$ cat src/verilog/scc_pkg.sv
// Constants for the stabilization chain configuration register bank.
package scc_pkg;

  // ----------------------------------------------------------------
  // Register offsets
  // ----------------------------------------------------------------
  localparam logic [7:0] ADDR_GYRO_FILTER = 8'h71;
  localparam logic [7:0] ADDR_ACCEL_CFG   = 8'h72;
  localparam logic [7:0] ADDR_X_OFFSET    = 8'h73;
  localparam logic [7:0] ADDR_Y_OFFSET    = 8'h74;
  localparam logic [7:0] ADDR_Z_OFFSET    = 8'h75;

  // ----------------------------------------------------------------
  // Field positions
  // ----------------------------------------------------------------
  localparam int HPF_CUT_LSB = 4;
  localparam int LPF_BW_LSB  = 1;
  localparam int HPF_EN_BIT  = 0;
  localparam int AFS_LSB     = 6;
  localparam int ABW_LSB     = 3;
  localparam int STSEL_LSB   = 1;
  localparam int CLAMPDIS_BIT = 0;
  localparam logic [7:0] GYRO_FILTER_MASK = 8'h37;

  // ----------------------------------------------------------------
  // Reset values and codes
  // ----------------------------------------------------------------
  localparam logic [7:0]  RST_GYRO_FILTER = 8'h00;
  localparam logic [7:0]  RST_ACCEL_CFG   = 8'h00;
  localparam logic [7:0]  RST_OFFSET      = 8'h00;
  localparam logic [15:0] CLAMP_VALUE     = 16'h8000;
  localparam logic [1:0]  ST_POSITIVE     = 2'h1;
  localparam logic [1:0]  ST_NEGATIVE     = 2'h3;

  // Full-scale codes on the accelerometer range outputs.
  localparam logic [1:0] RANGE_2G  = 2'h0;
  localparam logic [1:0] RANGE_16G = 2'h1;
  localparam logic [1:0] RANGE_4G  = 2'h2;
  localparam logic [1:0] RANGE_8G  = 2'h3;

  // Data-enable modes.
  typedef enum logic [2:0] {
    DEN_OFF     = 3'b001,
    DEN_TRIGGER = 3'b010,
    DEN_LATCHED = 3'b100
  } scc_den_e;

endpackage

$ cat src/verilog/scc_stab_config.sv
// Stabilization chain configuration registers and output path.
`timescale 1ns/1ps
module scc_stab_config (
  // Clock and control
  input  wire logic        mclk,
  input  wire logic        rst,
  input  wire logic        clkEn,
  // Auxiliary port register access (read and write)
  input  wire logic        auxWrEn,
  input  wire logic        auxRdEn,
  input  wire logic [7:0]  auxAddr,
  input  wire logic [7:0]  auxWrData,
  output logic      [7:0]  auxRdData,
  // Primary port register access (offsets writable, rest read-only)
  input  wire logic        priWrEn,
  input  wire logic        priRdEn,
  input  wire logic [7:0]  priAddr,
  input  wire logic [7:0]  priWrData,
  output logic      [7:0]  priRdData,
  // Bits held elsewhere in the device
  input  wire logic        levelTriggerSel,
  input  wire logic        levelLatchSel,
  input  wire logic        accelRangeSourceMode,
  input  wire logic        accelPrimaryOn,
  input  wire logic [1:0]  accelPrimaryRange,
  input  wire logic        offsetWeightSel,
  input  wire logic        dataEnableInput,
  // Gyroscope sample path
  input  wire logic        gyroValid,
  input  wire logic [15:0] gyroSample,
  input  wire logic [15:0] gyroHighpassed,
  input  wire logic [15:0] gyroSelftestShift,
  output logic      [15:0] gyroOut,
  output logic             gyroOutValid,
  // Accelerometer sample path
  input  wire logic [15:0] accelX,
  input  wire logic [15:0] accelY,
  input  wire logic [15:0] accelZ,
  output logic      [15:0] accelOutX,
  output logic      [15:0] accelOutY,
  output logic      [15:0] accelOutZ,
  // Filter and range settings
  output logic      [1:0]  gyroHighpassCutoff,
  output logic             gyroHighpassEnable,
  output logic      [1:0]  gyroLowpassBw,
  output logic      [2:0]  stabAccelBandwidth,
  output logic      [1:0]  stabAccelRange,
  output logic      [1:0]  gyroSelftestSign,
  output scc_pkg::scc_den_e denMode
);
  import scc_pkg::*;

  // ----------------------------------------------------------------
  // Register storage
  // ----------------------------------------------------------------
  logic [7:0] gyroFilter_q;
  logic [7:0] accelCfg_q;
  logic [7:0] axisOffset_q [3];
  logic [1:0] selftestSel;
  logic       selftestOn;
  logic [7:0] accelCfgView;
  logic [15:0] rawAxis [3];
  logic [15:0] corrAxis [3];

  always_ff @(posedge mclk) begin
    if (rst) begin
      gyroFilter_q <= RST_GYRO_FILTER;
      accelCfg_q   <= RST_ACCEL_CFG;
    end else if (clkEn && auxWrEn) begin
      // Only the auxiliary port reaches these two registers.
      if (auxAddr == ADDR_GYRO_FILTER) begin
        gyroFilter_q <= auxWrData & GYRO_FILTER_MASK;
      end
      if (auxAddr == ADDR_ACCEL_CFG) begin
        accelCfg_q <= auxWrData;
      end
    end
  end

  // ----------------------------------------------------------------
  // Offset registers, one per axis
  // ----------------------------------------------------------------
  // The auxiliary port wins when both ports write the same cycle.
  assign rawAxis[0] = accelX;
  assign rawAxis[1] = accelY;
  assign rawAxis[2] = accelZ;

  generate
    for (genvar i = 0; i < 3; i++) begin : gAxis
      localparam logic [7:0] AXIS_ADDR = ADDR_X_OFFSET + 8'(i);
      always_ff @(posedge mclk) begin
        if (rst) begin
          axisOffset_q[i] <= RST_OFFSET;
        end else if (clkEn) begin
          if (auxWrEn && auxAddr == AXIS_ADDR) begin
            axisOffset_q[i] <= auxWrData;
          end else if (priWrEn && priAddr == AXIS_ADDR) begin
            axisOffset_q[i] <= priWrData;
          end
        end
      end

      scc_axis_offset uOffset (
        .mclk            (mclk),
        .rst             (rst),
        .clkEn           (clkEn),
        .rawSample       (rawAxis[i]),
        .offsetByte      (axisOffset_q[i]),
        .offsetWeightSel (offsetWeightSel),
        .corrected       (corrAxis[i])
      );
    end
  endgenerate

  // ----------------------------------------------------------------
  // Field decode
  // ----------------------------------------------------------------
  assign gyroHighpassCutoff = gyroFilter_q[HPF_CUT_LSB +: 2];
  assign gyroHighpassEnable = gyroFilter_q[HPF_EN_BIT];
  assign gyroLowpassBw      = gyroFilter_q[LPF_BW_LSB +: 2];
  assign stabAccelBandwidth = accelCfg_q[ABW_LSB +: 3];
  assign selftestSel        = accelCfg_q[STSEL_LSB +: 2];

  // Code 10 is normal mode, like 00.
  always_comb begin
    gyroSelftestSign = 2'h0;
    selftestOn       = 1'b0;
    if (selftestSel == ST_POSITIVE || selftestSel == ST_NEGATIVE) begin
      gyroSelftestSign = selftestSel;
      selftestOn       = 1'b1;
    end
  end

  // Range selection.
  always_comb begin
    if (!accelRangeSourceMode) begin
      stabAccelRange = accelPrimaryRange;
    end else if (!accelPrimaryOn &&
                 accelCfg_q[AFS_LSB +: 2] == RANGE_16G) begin
      stabAccelRange = RANGE_2G;
    end else begin
      stabAccelRange = accelCfg_q[AFS_LSB +: 2];
    end
  end

  // The range field reads back the primary range when it governs.
  always_comb begin
    accelCfgView = accelCfg_q;
    if (!accelRangeSourceMode) begin
      accelCfgView[AFS_LSB +: 2] = accelPrimaryRange;
    end
  end

  // Latched mode by the second bit alone; trigger needs pattern 10.
  always_comb begin
    if (levelLatchSel) begin
      denMode = DEN_LATCHED;
    end else if (levelTriggerSel) begin
      denMode = DEN_TRIGGER;
    end else begin
      denMode = DEN_OFF;
    end
  end

  // ----------------------------------------------------------------
  // Gyroscope output path
  // ----------------------------------------------------------------
  logic        denLatch_q;
  logic        denGate;
  logic [15:0] gyroSel;

  always_ff @(posedge mclk) begin
    if (rst) begin
      denLatch_q <= 1'b0;
    end else if (clkEn && gyroValid) begin
      denLatch_q <= dataEnableInput;
    end
  end

  // Data-enable gates the gyroscope only.
  always_comb begin
    unique case (denMode)
      DEN_TRIGGER: denGate = dataEnableInput;
      DEN_LATCHED: denGate = denLatch_q | dataEnableInput;
      DEN_OFF:     denGate = 1'b1;
      default:     denGate = 1'b1;
    endcase
  end

  always_comb begin
    gyroSel = gyroHighpassEnable ? gyroHighpassed : gyroSample;
    if (selftestOn) begin
      if (selftestSel == ST_POSITIVE) begin
        gyroSel = 16'(gyroSel + gyroSelftestShift);
      end else begin
        gyroSel = 16'(gyroSel - gyroSelftestShift);
      end
    end
  end

  always_ff @(posedge mclk) begin
    if (rst) begin
      gyroOut      <= 16'h0000;
      gyroOutValid <= 1'b0;
    end else if (clkEn) begin
      gyroOutValid <= gyroValid & denGate;
      if (gyroValid && denGate) begin
        if (selftestOn && !accelCfg_q[CLAMPDIS_BIT]) begin
          gyroOut <= CLAMP_VALUE;
        end else begin
          gyroOut <= gyroSel;
        end
      end
    end
  end

  // Accelerometer outputs are clamped as well while self-test runs and the clamp-disable bit is clear.
  always_comb begin
    if (selftestOn && !accelCfg_q[CLAMPDIS_BIT]) begin
      accelOutX = CLAMP_VALUE;
      accelOutY = CLAMP_VALUE;
      accelOutZ = CLAMP_VALUE;
    end else begin
      accelOutX = corrAxis[0];
      accelOutY = corrAxis[1];
      accelOutZ = corrAxis[2];
    end
  end

  // ----------------------------------------------------------------
  // Read ports
  // ----------------------------------------------------------------
  function automatic logic [7:0] readMux(input logic [7:0] addr);
    logic [7:0] v;
    v = 8'h00;
    unique case (addr)
      ADDR_GYRO_FILTER: v = gyroFilter_q;
      ADDR_ACCEL_CFG:   v = accelCfgView;
      ADDR_X_OFFSET:    v = axisOffset_q[0];
      ADDR_Y_OFFSET:    v = axisOffset_q[1];
      ADDR_Z_OFFSET:    v = axisOffset_q[2];
      default:          v = 8'h00;
    endcase
    return v;
  endfunction

  always_ff @(posedge mclk) begin
    if (rst) begin
      auxRdData <= 8'h00;
      priRdData <= 8'h00;
    end else if (clkEn) begin
      if (auxRdEn) begin
        auxRdData <= readMux(auxAddr);
      end
      if (priRdEn) begin
        priRdData <= readMux(priAddr);
      end
    end
  end
endmodule

$ cat src/verilog/scc_axis_offset.sv
// One accelerometer axis: offset subtraction with selectable weight.
`timescale 1ns/1ps
module scc_axis_offset (
  // Clock and control
  input  wire logic        mclk,
  input  wire logic        rst,
  input  wire logic        clkEn,
  // Data
  input  wire logic [15:0] rawSample,
  input  wire logic [7:0]  offsetByte,
  input  wire logic        offsetWeightSel,
  output logic      [15:0] corrected
);
  import scc_pkg::*;

  logic signed [15:0] offsetScaled;

  // The weight bit selects a coarser scale by a shift of two.
  always_comb begin
    offsetScaled = 16'($signed(offsetByte));
    if (offsetWeightSel) begin
      offsetScaled = offsetScaled <<< 2;
    end
  end

  always_ff @(posedge mclk) begin
    if (rst) begin
      corrected <= 16'h0000;
    end else if (clkEn) begin
      corrected <= 16'($signed(rawSample) - offsetScaled);
    end
  end
endmodule

$ cat config.mk
export PLATFORM = sky130hd
export DESIGN_NAME = scc_stab_config
export DESIGN_NICKNAME = d
export VERILOG_FILES = /design/src/verilog/scc_pkg.sv /design/src/verilog/scc_stab_config.sv /design/src/verilog/scc_axis_offset.sv
export SDC_FILE = /design/constraint.sdc
export NUM_CORES = 1
export LEC_CHECK = 0
export BUFFER_PORTS_ARGS = -buffer_cell sky130_fd_sc_hd__buf_2
export CAP_MARGIN = 15
export CORE_ASPECT_RATIO = 2
export CORE_MARGIN = 2
export CORE_UTILIZATION = 45
export CTS_BUF_LIST = sky130_fd_sc_hd__clkbuf_8 sky130_fd_sc_hd__clkbuf_16
export DETAILED_ROUTE_END_ITERATION = 10
export HOLD_SLACK_MARGIN = 0.03
export PLACE_DENSITY = 0.8
export SETUP_SLACK_MARGIN = 0.4
export SYNTH_ARGS = -nofsm -noshare
export SYNTH_HDL_FRONTEND = slang
export SYNTH_SLANG_ARGS = --single-unit
$ cat constraint.sdc
create_clock -name mclk -period 2.8 [get_ports mclk]
set_input_delay 0 -clock mclk [delete_from_list [all_inputs] [get_ports mclk]]
set_output_delay 0 -clock mclk [all_outputs]
set_load 0.03 [all_outputs]
==> results.sh <==
export IMPL_max_stage_delay_ns=0.38
export IMPL_grt_antenna_before_repair=0
export IMPL_layout_common_cells="buf_2 (238), nor2_1 (108), buf_4 (99), nand2_1 (93), dfxtp_1 (92)"
export IMPL_maxSlewHeadroom=0.3045
export IMPL_synth_flop_cell="dfxtp_1"
export IMPL_grt_total_usage=0.3112
export IMPL_switching_power_mw=2.141
export IMPL_p_clk_frac=0.356
export IMPL_mappedNetlistArea_um2=9146
export IMPL_clkLatencyLatePin_ns=0.43
export IMPL_post_dp_cell_area_um2=11090
export IMPL_grt_pass1_vias=10057
export IMPL_viasPerCell=5.924
export IMPL_cts_buffer_depth=2
export IMPL_yosys_top_cells_area="dfxtp_1 (21%), ha_1 (8.3%), edfxtp_1 (7.9%)"
export IMPL_cp_data_required_time_ns=3.15
export IMPL_cts_tree="built"
export IMPL_num_vias=10070
export IMPL_start_kind="register"
export IMPL_rrSetupSlack_ns=0.07
export IMPL_path_max_fanout=4
export IMPL_grt_pass1_wl_um=51970
export IMPL_path_cells="mux2_4, ha_4, fa_2, a211oi_2, o21bai_2, a31oi_2, buf_4, a21oi_4, buf_4, a41oi_2, o31ai_2, a31oi_1"
export IMPL_pre_cts_slack_ns=-0.07483
export IMPL_clk_pin_slew_worst_paths_ns=0.06
export IMPL_max_cap_viol_count=0
export IMPL_maxSlewViolCount=0
export IMPL_avgSynthCellArea_um2=8.438
export IMPL_rows=73
export IMPL_synth_top_family_by_area="compound AO/OA/AOI/OAI gates"
export IMPL_die_w_um=104.8
export IMPL_start_util=0.4593
export IMPL_area_delta_synth_final_pct=41.78
export IMPL_synth_edf_count=24
export IMPL_fin_crit_ns=2.727
export IMPL_final_common_cell="buf_2"
export IMPL_ys_async_sr_fraction=0
export IMPL_critical_path_arrival_ns=3.07
export IMPL_p_leak_nw=5.650
export IMPL_dieArea_um2=21550
export IMPL_crit_buf_inv=2
export IMPL_tns_ns=0
export IMPL_antenna_left=0
export IMPL_cts_root_buf="clkbuf_16"
export IMPL_first_iter_violations=637
export IMPL_ys_warn_count=0
export IMPL_drc=0
export IMPL_cts_sinks=119
export IMPL_wire_per_inst_um=20.40
export IMPL_critPathCaptureType="register"
export IMPL_syn_inst=1084
export IMPL_gp_congestion=0.9371
export IMPL_yosys_area_share_adder=0.09220
export IMPL_yosysTopAreaCell="dfxtp_1"
export IMPL_stdcell_area_um2=12970
export IMPL_synth_mux_area_frac=0.07305
export IMPL_slowest_stage="dfxtp_4"
export IMPL_fmax_mhz=366.8
export IMPL_fin_util=0.6513
export IMPL_hold_viol_final=0
export IMPL_dp_cells=1588
export IMPL_dr_pass1_iters=5
export IMPL_finalSetupViolations=0
export IMPL_synth_compound_area_frac=0.2435
export IMPL_hpwl_um=25980
export IMPL_io_pins=240
export IMPL_layout_drive_gt1_share=0.3734
export IMPL_synth_fp_nets=1293
export IMPL_numPortBuffers=239
export IMPL_cts_buffers=17
export IMPL_routed_wl_um=34680
export IMPL_rsz0062_at_grt="true"
export IMPL_setup_ws_ns=0.07336
export IMPL_core_area_um2=19910
export IMPL_synth_simple_area_share=0.2161
export IMPL_critPathTopFamily="compound AO/OA/AOI/OAI gates"
export IMPL_finClkSkew_ns=0.01081
export IMPL_hold_class="input pin to register"
export IMPL_overflow=0
export IMPL_p_per_area_nw_per_um2=480.2
export IMPL_yosys_area_top_type_share=0.2079
export IMPL_finalNetCount=1634
export IMPL_crit_type="register to register"
export IMPL_peakVddDrop_mv=0.4733
export IMPL_grt_max_degree=64
export IMPL_seqPwrFrac=0.313
export IMPL_n_antenna_cell=0
export IMPL_htreeDepth=4
export IMPL_swShare=0.3438
export IMPL_run_status="completed"
export IMPL_timing_final_crit_share=0.9738
export IMPL_internal_power_mw=4.086
export IMPL_pwr_share_comb=0.331
export IMPL_seq_area_frac_synth=0.2867
export IMPL_ys_ff_latch=119
export IMPL_nFillCells=1680
export IMPL_synth_xor_area_frac=0.04979
export IMPL_die_y_um=205.6
export IMPL_synth_distinct_cells=91
export IMPL_crit_path_frequent_cell="buf_4"
export IMPL_worst_slew_pin_slew_ns=1.041
export IMPL_instances_no_fill=1700
[layout make-up]
cell class                 count  area, um^2  area share
clock buffer                  17       425.4     0.03281
inverter                      25       98.84    0.007623
tap                          262       327.8     0.02528
sequential                   119        2631      0.2029
clock inverter                15       167.7     0.01293
multi-input combinational    879        6882      0.5307
timing repair buffer         383        2435      0.1878
[registers in the layout, indices dropped and copies added, names as in the netlist]
| name | flops |
|---|---|
| gyroFilter_q | 5 |
| axisOffset_q | 24 |
| gAxis.uOffset.corrected | 48 |
| denLatch_q | 1 |
| auxRdData | 8 |
| accelCfg_q | 8 |
| gyroOutValid | 1 |
| gyroOut | 16 |
| priRdData | 8 |
[timing repair]
action                                  in CTS  in global routing
cloned                                       0                  0
hold buffers                                35                  0
hold endpoints to repair                    53                  0
setup buffers                               20                 25
endpoints found under the setup margin      27                 70
gates resized for setup                     69                 60
pin swaps                                   49                 44
[cell usage after synthesis (all sizes together), types with 5 or more instances]
library cell and n:
nor2 113, and3 5, nand4 10, nand2b 20, nand3 11, edfxtp 24, a221oi 10, xnor2 30
inv 25, nor4 8, a211oi 29, nand2 95, nor2b 16, o21a 10, o31ai 6, a31oi 11
o211ai 5, dfxtp 95, o22ai 8, a311oi 9, a21boi 5, and2 53, a22oi 19, mux2i 42
buf 16, ha 61, nor3 28, clkbuf 45, xor2 22, or3 6, mux2 22, a21oi 68
o21bai 5, nor3b 6, a22o 24, o21ai 42, a21o 21
[final timing paths]
path	from	end	depth (start not counted)
worst min register to register	gAxis[2].uOffset.corrected[3]	gAxis[2].uOffset.corrected[3]	2
worst max register to register	gyroFilter_q[0]	gyroOut[12]	12
worst max-delay path	gyroFilter_q[0]	gyroOut[12]	12
worst min-delay path	gyroHighpassed[9]	gyroOut[9]	4
[per-stage QoR]
stage	power, mW	hold slack, ns
after detailed placement	3.706	0.2824
final	6.226	0.06091
after CTS	6.077	0.04357
after global placement	3.679	0.2795
after global routing	6.488	0.07517
after floorplan	3.140	0.1073
[metal layers]
| metal | up-vias | share of wire | wire length (um) | GRT usage |
|---|---|---|---|---|
| met2 | 442 | 0.56 | 19330 | 0.6122 |
| li1 | 4686 | - | - | - |
| met5 | - | 0 | 0 | 0 |
| met4 | 0 | 0.078 | 2708 | 0.2400 |
| met3 | 160 | 0.043 | 1484 | 0.03484 |
| met1 | 4782 | 0.32 | 11160 | 0.2825 |
[power groups by stage]
stage               Clock, mW  Combinational [mW]  Sequential, mW
finish                   2.22                2.06            1.95
CTS                      2.24                1.89            1.94
global placement            0                1.70            1.98
detailed placement          0                1.73            1.98
floorplan                   0                1.15            1.99
global route             2.32                2.21            1.96
[cell families (layout without fill, tap and decap cells)]
| kind of cell | Yosys count | after routing |
|---|---|---|
| flip-flops | 119 | 119 |
| adder cells (fa/ha/maj) | 65 | 65 |
| multiplexers | 64 | 64 |
| XOR/XNOR | 52 | 52 |
| buffers and inverters | 86 | 440 |
| AO/OA/AOI/OAI | 311 | 311 |
| AND/OR/NAND/NOR | 387 | 387 |
[worst reg2reg max path: cells and delay by family (launching register included)]
| kind | cells | cell delay [ns] |
|---|---|---|
| AO/OA/AOI/OAI | 7 | 1.09 |
| adder cells (fa/ha/maj) | 2 | 0.52 |
| flip-flops | 1 | 0.38 |
| buffers and inverters | 2 | 0.33 |
| multiplexers | 1 | 0.32 |
(Power assumes the default switching activity.)
